===== src/core/dac_sched_pkg.sv =====
// Constants and types for the two-channel converter update scheduler
// Operation
// - Mode 00: high byte write updates latch
// - On-demand low byte write only stored
// - Modes 01-11 hold writes until timer overflow
// - Codes 01,10,11 pick timers three, four, two
// - Overflow copies high:low into input latch
// - Format field places word five ways
// - Second channel identical, own registers
package dac_sched_pkg;
  localparam int          NUM_CH      = 2;
  localparam int          WORD_W      = 12;
  // Byte offsets of the register words
  localparam logic [11:0] OFS_CTRL0   = 12'h000;
  localparam logic [11:0] OFS_LOW0    = 12'h004;
  localparam logic [11:0] OFS_HIGH0   = 12'h008;
  localparam logic [11:0] OFS_CTRL1   = 12'h010;
  localparam logic [11:0] OFS_LOW1    = 12'h014;
  localparam logic [11:0] OFS_HIGH1   = 12'h018;
  localparam logic [11:0] OFS_LATCH0  = 12'h020;
  localparam logic [11:0] OFS_LATCH1  = 12'h024;
  // Control register fields
  localparam int          MODE_LSB    = 3;
  localparam int          MODE_MSB    = 4;
  localparam int          FMT_LSB     = 0;
  localparam int          FMT_MSB     = 2;
  localparam logic [7:0]  CTRL_RESET  = 8'h00;
  localparam logic [7:0]  CTRL_MASK   = 8'h1f;
  localparam logic [7:0]  BYTE_RESET  = 8'h00;
  localparam logic [11:0] LATCH_RESET = 12'h000;

  typedef enum logic [1:0] {
    MODE_DEMAND = 2'h0,
    MODE_TMR3   = 2'h1,
    MODE_TMR4   = 2'h2,
    MODE_TMR2   = 2'h3
  } update_mode_t;

  // Format codes: where the 12-bit word sits in high:low
  typedef enum logic [2:0] {
    FMT_RIGHT    = 3'h0,   // word = pair[11:0]
    FMT_SHIFT1   = 3'h1,   // word = pair[12:1]
    FMT_SHIFT2   = 3'h2,   // word = pair[13:2]
    FMT_SHIFT3   = 3'h3,   // word = pair[14:3]
    FMT_LEFT     = 3'h4    // word = pair[15:4]
  } data_format_t;

  typedef struct packed {
    logic tmr2;
    logic tmr3;
    logic tmr4;
  } timer_ovf_t;

  typedef struct packed {
    logic [7:0] ctrl;
    logic [7:0] low;
    logic [7:0] high;
    logic [11:0] latch;
  } chan_state_t;

endpackage : dac_sched_pkg


===== src/core/dac_update_scheduler.sv =====
// Two-channel converter update scheduler with APB register access
//
// Chosen here: the register addresses and the APB interface to the registers.
module dac_update_scheduler
  import dac_sched_pkg::*;
(
  // Clock and reset
  input  wire logic                       pclk,
  input  wire logic                       presetn,
  // APB slave
  input  wire logic                       psel,
  input  wire logic                       penable,
  input  wire logic                       pwrite,
  input  wire logic [11:0]                paddr,
  input  wire logic [31:0]                pwdata,
  input  wire logic [3:0]                 pstrb,
  output logic      [31:0]                prdata,
  output logic                            pready,
  output logic                            pslverr,
  // Timer overflow strobes
  input  dac_sched_pkg::timer_ovf_t       timer_ovf,
  // Converter input latches
  output logic      [dac_sched_pkg::WORD_W-1:0] latch0,
  output logic      [dac_sched_pkg::WORD_W-1:0] latch1
);
  import dac_sched_pkg::*;

  ////////////////////////////////////////////////////////////////////////////
  // One-hot register select
  typedef enum logic [8:0] {
    SEL_NONE   = 9'h001,
    SEL_CTRL0  = 9'h002,
    SEL_LOW0   = 9'h004,
    SEL_HIGH0  = 9'h008,
    SEL_CTRL1  = 9'h010,
    SEL_LOW1   = 9'h020,
    SEL_HIGH1  = 9'h040,
    SEL_LATCH0 = 9'h080,
    SEL_LATCH1 = 9'h100
  } reg_sel_t;

  ////////////////////////////////////////////////////////////////////////////
  // Decode helpers
  // Map a byte address to the register it selects
  function automatic reg_sel_t decode_sel(input logic [11:0] addr);
    case (addr)
      OFS_CTRL0:  decode_sel = SEL_CTRL0;
      OFS_LOW0:   decode_sel = SEL_LOW0;
      OFS_HIGH0:  decode_sel = SEL_HIGH0;
      OFS_CTRL1:  decode_sel = SEL_CTRL1;
      OFS_LOW1:   decode_sel = SEL_LOW1;
      OFS_HIGH1:  decode_sel = SEL_HIGH1;
      OFS_LATCH0: decode_sel = SEL_LATCH0;
      OFS_LATCH1: decode_sel = SEL_LATCH1;
      default:    decode_sel = SEL_NONE;
    endcase
  endfunction : decode_sel

  // Per-channel register selects
  function automatic reg_sel_t ctrl_sel(input int chan);
    ctrl_sel = (chan == 0) ? SEL_CTRL0 : SEL_CTRL1;
  endfunction : ctrl_sel

  function automatic reg_sel_t low_sel(input int chan);
    low_sel = (chan == 0) ? SEL_LOW0 : SEL_LOW1;
  endfunction : low_sel

  function automatic reg_sel_t high_sel(input int chan);
    high_sel = (chan == 0) ? SEL_HIGH0 : SEL_HIGH1;
  endfunction : high_sel

  // Byte lane that carries register data
  function automatic logic [7:0] byte_field(input logic [31:0] d);
    byte_field = d[7:0];
  endfunction : byte_field

  // Zero-extend a byte register to the bus width
  function automatic logic [31:0] pad_byte(input logic [7:0] b);
    pad_byte = 32'(b);
  endfunction : pad_byte

  // Zero-extend a latch to the bus width
  function automatic logic [31:0] pad_word(input logic [WORD_W-1:0] w);
    pad_word = 32'(w);
  endfunction : pad_word

  ////////////////////////////////////////////////////////////////////////////
  // Data formatting and update events
  // Justify the 16-bit pair to a 12-bit word per format code
  function automatic logic [WORD_W-1:0] justify(input logic [2:0]  fmt,
                                                input logic [15:0] pair);
    case (fmt)
      FMT_RIGHT:  justify = pair[11:0];
      FMT_SHIFT1: justify = pair[12:1];
      FMT_SHIFT2: justify = pair[13:2];
      FMT_SHIFT3: justify = pair[14:3];
      FMT_LEFT:   justify = pair[15:4];
      default:    justify = pair[11:0];
    endcase
  endfunction : justify

  // Overflow strobe that a mode selects
  function automatic logic mode_event(input update_mode_t mode,
                                      input timer_ovf_t   ovf);
    case (mode)
      MODE_TMR3: mode_event = ovf.tmr3;
      MODE_TMR4: mode_event = ovf.tmr4;
      MODE_TMR2: mode_event = ovf.tmr2;
      default:   mode_event = 1'b0;
    endcase
  endfunction : mode_event

  ////////////////////////////////////////////////////////////////////////////
  // Bus decode
  reg_sel_t         sel;
  logic             setup;
  logic             access;
  logic             xfer;
  logic             wr_en;
  logic             rd_en;
  logic             hit;
  logic [7:0]       wr_byte;
  logic [31:0]      rd_word;
  logic [31:0]      next_prdata;
  chan_state_t      ch [NUM_CH];

  // Transfer phases and strobes
  assign sel     = decode_sel(paddr);
  assign setup   = psel && !penable;
  assign access  = psel && penable;
  assign xfer    = access && pready;
  assign wr_en   = xfer && pwrite && pstrb[0];
  assign rd_en   = setup && !pwrite;
  assign wr_byte = byte_field(pwdata);

  // Address hit
  always_comb begin
    hit = 1'b0;
    case (sel)
      SEL_NONE: hit = 1'b0;
      default:  hit = 1'b1;
    endcase
  end

  // Handshake outputs
  assign pready  = 1'b1;
  assign pslverr = access && !hit;

  ////////////////////////////////////////////////////////////////////////////
  // Read data, loaded in the setup cycle
  always_comb begin
    rd_word = '0;
    case (sel)
      SEL_CTRL0:  rd_word = pad_byte(ch[0].ctrl);
      SEL_LOW0:   rd_word = pad_byte(ch[0].low);
      SEL_HIGH0:  rd_word = pad_byte(ch[0].high);
      SEL_CTRL1:  rd_word = pad_byte(ch[1].ctrl);
      SEL_LOW1:   rd_word = pad_byte(ch[1].low);
      SEL_HIGH1:  rd_word = pad_byte(ch[1].high);
      SEL_LATCH0: rd_word = pad_word(ch[0].latch);
      SEL_LATCH1: rd_word = pad_word(ch[1].latch);
      default:    rd_word = '0;
    endcase
  end

  // Hold read data until the next read setup
  always_comb begin
    next_prdata = prdata;
    if (rd_en) begin
      next_prdata = rd_word;
    end
  end

  always_ff @(posedge pclk or negedge presetn) begin
    if (!presetn) begin
      prdata <= '0;
    end else begin
      prdata <= next_prdata;
    end
  end

  ////////////////////////////////////////////////////////////////////////////
  // Channel registers
  // Current values
  logic [7:0]        ctrl       [NUM_CH];
  logic [7:0]        low        [NUM_CH];
  logic [7:0]        high       [NUM_CH];
  logic [WORD_W-1:0] latch      [NUM_CH];
  // Next values
  logic [7:0]        next_ctrl  [NUM_CH];
  logic [7:0]        next_low   [NUM_CH];
  logic [7:0]        next_high  [NUM_CH];
  logic [WORD_W-1:0] next_latch [NUM_CH];

  genvar gi;
  generate
    for (gi = 0; gi < NUM_CH; gi++) begin : g_ch
      // Per-channel strobes and views
      logic         wr_ctrl;
      logic         wr_low;
      logic         wr_high;
      logic         commit;
      update_mode_t mode;
      logic [2:0]   fmt;
      logic [15:0]  pair;

      // Write strobes and field views
      assign wr_ctrl = wr_en && (sel == ctrl_sel(gi));
      assign wr_low  = wr_en && (sel == low_sel(gi));
      assign wr_high = wr_en && (sel == high_sel(gi));
      assign mode    = update_mode_t'(ctrl[gi][MODE_MSB:MODE_LSB]);
      assign fmt     = ctrl[gi][FMT_MSB:FMT_LSB];
      assign pair    = {next_high[gi], next_low[gi]};

      // Control register
      always_comb begin
        next_ctrl[gi] = ctrl[gi];
        if (wr_ctrl) begin
          next_ctrl[gi] = wr_byte & CTRL_MASK;
        end
      end

      always_ff @(posedge pclk or negedge presetn) begin
        if (!presetn) begin
          ctrl[gi] <= CTRL_RESET;
        end else begin
          ctrl[gi] <= next_ctrl[gi];
        end
      end

      // Low data byte: always stored, never committed by itself
      always_comb begin
        next_low[gi] = low[gi];
        if (wr_low) begin
          next_low[gi] = wr_byte;
        end
      end

      always_ff @(posedge pclk or negedge presetn) begin
        if (!presetn) begin
          low[gi] <= BYTE_RESET;
        end else begin
          low[gi] <= next_low[gi];
        end
      end

      // High data byte
      always_comb begin
        next_high[gi] = high[gi];
        if (wr_high) begin
          next_high[gi] = wr_byte;
        end
      end

      always_ff @(posedge pclk or negedge presetn) begin
        if (!presetn) begin
          high[gi] <= BYTE_RESET;
        end else begin
          high[gi] <= next_high[gi];
        end
      end

      // Update event: high byte write or the selected overflow
      always_comb begin
        commit = 1'b0;
        case (mode)
          MODE_DEMAND: commit = wr_high;
          MODE_TMR3:   commit = mode_event(mode, timer_ovf);
          MODE_TMR4:   commit = mode_event(mode, timer_ovf);
          MODE_TMR2:   commit = mode_event(mode, timer_ovf);
          default:     commit = 1'b0;
        endcase
      end

      // Converter input latch
      always_comb begin
        next_latch[gi] = latch[gi];
        if (commit) begin
          next_latch[gi] = justify(fmt, pair);
        end
      end

      always_ff @(posedge pclk or negedge presetn) begin
        if (!presetn) begin
          latch[gi] <= LATCH_RESET;
        end else begin
          latch[gi] <= next_latch[gi];
        end
      end

      // Packed view for readback
      assign ch[gi] = '{ctrl:  ctrl[gi],
                        low:   low[gi],
                        high:  high[gi],
                        latch: latch[gi]};
    end
  endgenerate

  ////////////////////////////////////////////////////////////////////////////
  // Converter input latches
  assign latch0 = latch[0];
  assign latch1 = latch[1];
endmodule : dac_update_scheduler


===== config.mk =====
export PLATFORM = sky130hd
export DESIGN_NAME = dac_update_scheduler
export DESIGN_NICKNAME = d
export VERILOG_FILES = /design/src/core/dac_sched_pkg.sv /design/src/core/dac_update_scheduler.sv
export SDC_FILE = /design/constraint.sdc
export NUM_CORES = 1
export LEC_CHECK = 0
export BUFFER_PORTS_ARGS = -buffer_cell sky130_fd_sc_hd__buf_2
export CAP_MARGIN = 20
export CORE_ASPECT_RATIO = 1.4
export CORE_MARGIN = 2
export CORE_UTILIZATION = 50
export CTS_BUF_LIST = sky130_fd_sc_hd__clkbuf_8
export DETAILED_ROUTE_END_ITERATION = 10
export PLACE_DENSITY_LB_ADDON = 0.08
export SYNTH_ARGS = -nofsm -noshare
export SYNTH_HDL_FRONTEND = slang
export SYNTH_SLANG_ARGS = --single-unit

===== constraint.sdc =====
create_clock -name pclk -period 2.4 [get_ports pclk]
set_input_delay 0.48 -clock pclk [delete_from_list [all_inputs] [get_ports pclk]]
set_output_delay 0.48 -clock pclk [all_outputs]
set_load 0.05 [all_outputs]

==> impl_metrics.yaml <==
setup_path:
  cp_data_arrival_time_ns: 1.75
  critical_path_class: "in -> out"
  crit_path_start_kind: "input port"
  worstSetupEndpointType: "primary output"
  critical_path.max_fanout: 6
  worst-endpoint-required_ns: 1.92
power_and_ir_drop:
  power.clock.fraction: 0.400
  leakage_nw: 3.153
  comb_power_share: 0.109
  sw_frac_of_total: 0.2736
  intPower_mw: 1.975
  share_seq_of_total_power: 0.491
  power.ir.vdd_worst_v: 0.0004053
  power.total_mw: 2.719
  switching_power_uw: 743.8
  power_density_nw_per_um2: 449.2
clock_tree:
  cts_repair_resize_count: 0
  cts.reportedPaths.clkPinSlew_ns: 0.08
  worstSkewPairLatency_ns: 0.36
  cts_post_setup_buffers_inserted: 0
  cts_hold_buf: 0
  clock-sinks: 78
  htreeDepth: 3
  tritoncts_clock_tree: "done"
  cts-buffers-inserted: 9
  cts_max_path_buffers: 2
  root_buffer: "clkbuf_8"
synthesis:
  sequential_area_share_after_synthesis: 0.3783
  yosys_most_used_dff: "dfrtp_1"
  synth_top_area_cell: "dfrtp_1"
  yosys.area.top_type_share: 0.3783
  synth-async-reset-ratio: 1.000
  syn-instance-count: 554
  yosys_warnings: 0
  syn_avg_cell_area_um2: 9.314
  number_of_enable_flip_flop_cells_after_synthesis: 0
  post_synth_instance_area_um2: 5160
  netlist-cell-type-count: 62
  synthTopCellsByArea: "dfrtp_1 38%, mux2i_1 9.7%, buf_4 6.8%, mux2_2 5.0%, o21ai_0 3.3%"
  synth_seq_cells: 78
final_layout:
  nNetsFinal: 700
  ratio_of_cells_with_drive_above_1_in_the_final_layout: 0.2974
  antenna-diode-count: 0
  finalNonFillerCells: 784
  postLayoutCellArea_um2: 6052
  layout-area-overhead-vs-synth_pct: 17.29
  postLayoutCoreUtil: 0.6080
timing:
  final.setup.worst_slack_ns: 0.1682
  timing.final.crit_period_ns: 2.232
  final.setup_skew_ns: 0.01196
  final-max-slew-violation-count: 0
  worst_slew_pin_slew_ns: 0.7648
  grt_setup_unrepaired: "no"
  relSlewSlack: 0.4891
  crit_share_post_route: 0.9299
  report.final.setup_viol: 0
  finalHoldViolCount: 0
  max_freq_mhz: 448.1
die:
  num_rows: 43
  floorplan.die_area_um2: 11160
  initial_core_util: 0.5184
  core_area_um2: 9953
  chipWidth_um: 89.86
  num_io_pins: 114
  die-height_um: 124.2
route:
  drtIter0Drc: 321
  final_antenna_net_count: 0
  drcViolationCount: 0
  dr_total_vias: 4659
  detail_route.vias_per_cell: 5.943
  average_wire_per_cell_in_the_routed_design_um: 21.19
  drt-pass1-iter-count: 5
  drt_wl_total_mm: 16.62
global_route:
  grt_util_all_layers: 0.3036
  use_met1: 0.3441
  grt_antenna_before_repair: 0
  first_pass_grt_wire_length_mm: 25.97
  grt_remaining_overflow: 0
  first_global_vias: 4642
  grt_start_max_net_pins: 35
  met3_usage_grt: 0.04240
  globalRouteMet2Util: 0.5357
  top_usage_layer: "met2"
place:
  port-buffer-count: 65
  preCtsSetupSlack_ns: -0.09834
  routabilityCongestion: 0.9586
  placement.cell_area_um2: 5838
  hpwlAfterDp_mm: 13.07
  place.detailed.instances: 768
hold_path:
  worst_min_path_class: "in -> async"
flow_run:
  reported_max_cap_violation_count: 0
outcome:
  result_of_the_run: "finished clean"
-- cells by family (layout without fill, tap and decap cells) --
kind of cell | Yosys count | after routing | synth area share
xor gates and xnor gates | 4 | 4 | 0.006791
DFF | 78 | 78 | 0.3783
other | 2 | 21 | 0.001455
and+or+nand+nor | 137 | 137 | 0.1409
AOI/OAI and AO/OA | 149 | 149 | 0.1933
buffers and inverters | 107 | 183 | 0.1164
muxes | 77 | 77 | 0.1629
-- layout make-up --
| class | instances | area (um^2) |
|---|---|---|
| Fill cell | 937 | 3901 |
| Timing Repair Buffer | 139 | 933.4 |
| Inverter | 28 | 105.1 |
| Clock inverter | 7 | 90.09 |
| Multi-Input combinational cell | 388 | 2679 |
| Tap cell | 135 | 168.9 |
| Clock buffer | 9 | 123.9 |
| Sequential cell | 78 | 1952 |
-- sequential cells by signal (all words and copies together), names as in the netlist --
signal and cells:
ch 42, latch0 12, latch1 12, prdata 12
-- layout by cell type, fill, tap and decap left out, types with 3 or more instances in the layout --
| cell | n |
|---|---|
| buf_12 | 4 |
| o32ai_1 | 3 |
| o221ai_1 | 4 |
| mux2_2 | 23 |
| a221oi_1 | 6 |
| a31oi_1 | 12 |
| a32oi_1 | 3 |
| inv_1 | 29 |
| nor4b_2 | 3 |
| buf_4 | 71 |
| nand3_1 | 12 |
| dfrtp_1 | 78 |
| o211ai_1 | 10 |
| a22oi_1 | 5 |
| o21ai_0 | 34 |
| o22ai_1 | 12 |
| nand4_1 | 3 |
| nand2_1 | 38 |
| nor4_1 | 3 |
| nor2b_1 | 10 |
| clkbuf_8 | 9 |
| mux2i_1 | 50 |
| nor2_1 | 34 |
| o31ai_1 | 3 |
| nor3_1 | 7 |
| conb_1 | 21 |
| a21oi_1 | 28 |
| a22o_1 | 9 |
| a2bb2oi_1 | 3 |
| buf_2 | 64 |
| nand2b_1 | 13 |
-- routing by layer --
layer / wire (um) / share of wire / vias up
met4: 1070 / 0.064 / 0
met2: 8834 / 0.53 / 155
met3: 553 / 0.033 / 59
li1: - / - / 2132
met1: 6156 / 0.37 / 2313
met5: 0 / 0 / -
-- through the flow --
stage	hold slack, ns	TNS, ns
after detailed placement	0.4288	-0.5620
after global routing	0.04472	0
after CTS	0.03181	0
after floorplan	0.1844	0
final	0.03056	0
after global placement	0.4284	-0.2420
-- cells in the mapped netlist, types with 4 or more instances --
| library cell | count |
|---|---|
| dfrtp_1 | 78 |
| mux2i_1 | 50 |
| buf_4 | 47 |
| nand2_1 | 38 |
| nor2_1 | 34 |
| o21ai_0 | 34 |
| a21oi_1 | 28 |
| inv_1 | 28 |
| mux2_2 | 23 |
| clkbuf_1 | 19 |
| nand2b_1 | 13 |
| a31oi_1 | 12 |
| nand3_1 | 12 |
| o22ai_1 | 12 |
| nor2b_1 | 10 |
| o211ai_1 | 10 |
| a22o_1 | 9 |
| nor3_1 | 7 |
| a221oi_1 | 6 |
| buf_2 | 6 |
| a22oi_1 | 5 |
| buf_1 | 5 |
| o221ai_1 | 4 |
-- worst max-delay path, cell delays in order --
cell	delay (ns)
buf_2	0.11
nor4_4	0.24
buf_4	0.19
buf_4	0.12
nand3_1	0.14
o211a_1	0.26
buf_2	0.20
-- power by group through the flow --
stage | Clock (mW) | Sequential, mW | Combinational, mW
global route | 1.16 | 1.34 | 0.316
CTS | 1.10 | 1.33 | 0.296
detailed placement | 0 | 1.36 | 0.295
finish | 1.09 | 1.34 | 0.296
floorplan | 0 | 1.35 | 0.221
global placement | 0 | 1.36 | 0.293
-- worst paths after layout --
kind / startpoint / end / slack [ns] / depth (start not counted)
setup / recovery: paddr[9] / pslverr / 0.17 / 7
hold / removal: presetn / prdata[8] / 0.03 / 1
setup reg to reg: ch[29] / latch1[2] / 0.29 / 6
hold reg to reg: prdata[10] / prdata[10] / 0.49 / 2
max in group asynchronous: presetn / latch0[1] / 1.78 / 2
min in group pclk: pwdata[5] / ch[17] / 0.48 / 3
Power figures use the tool's default switching activity.
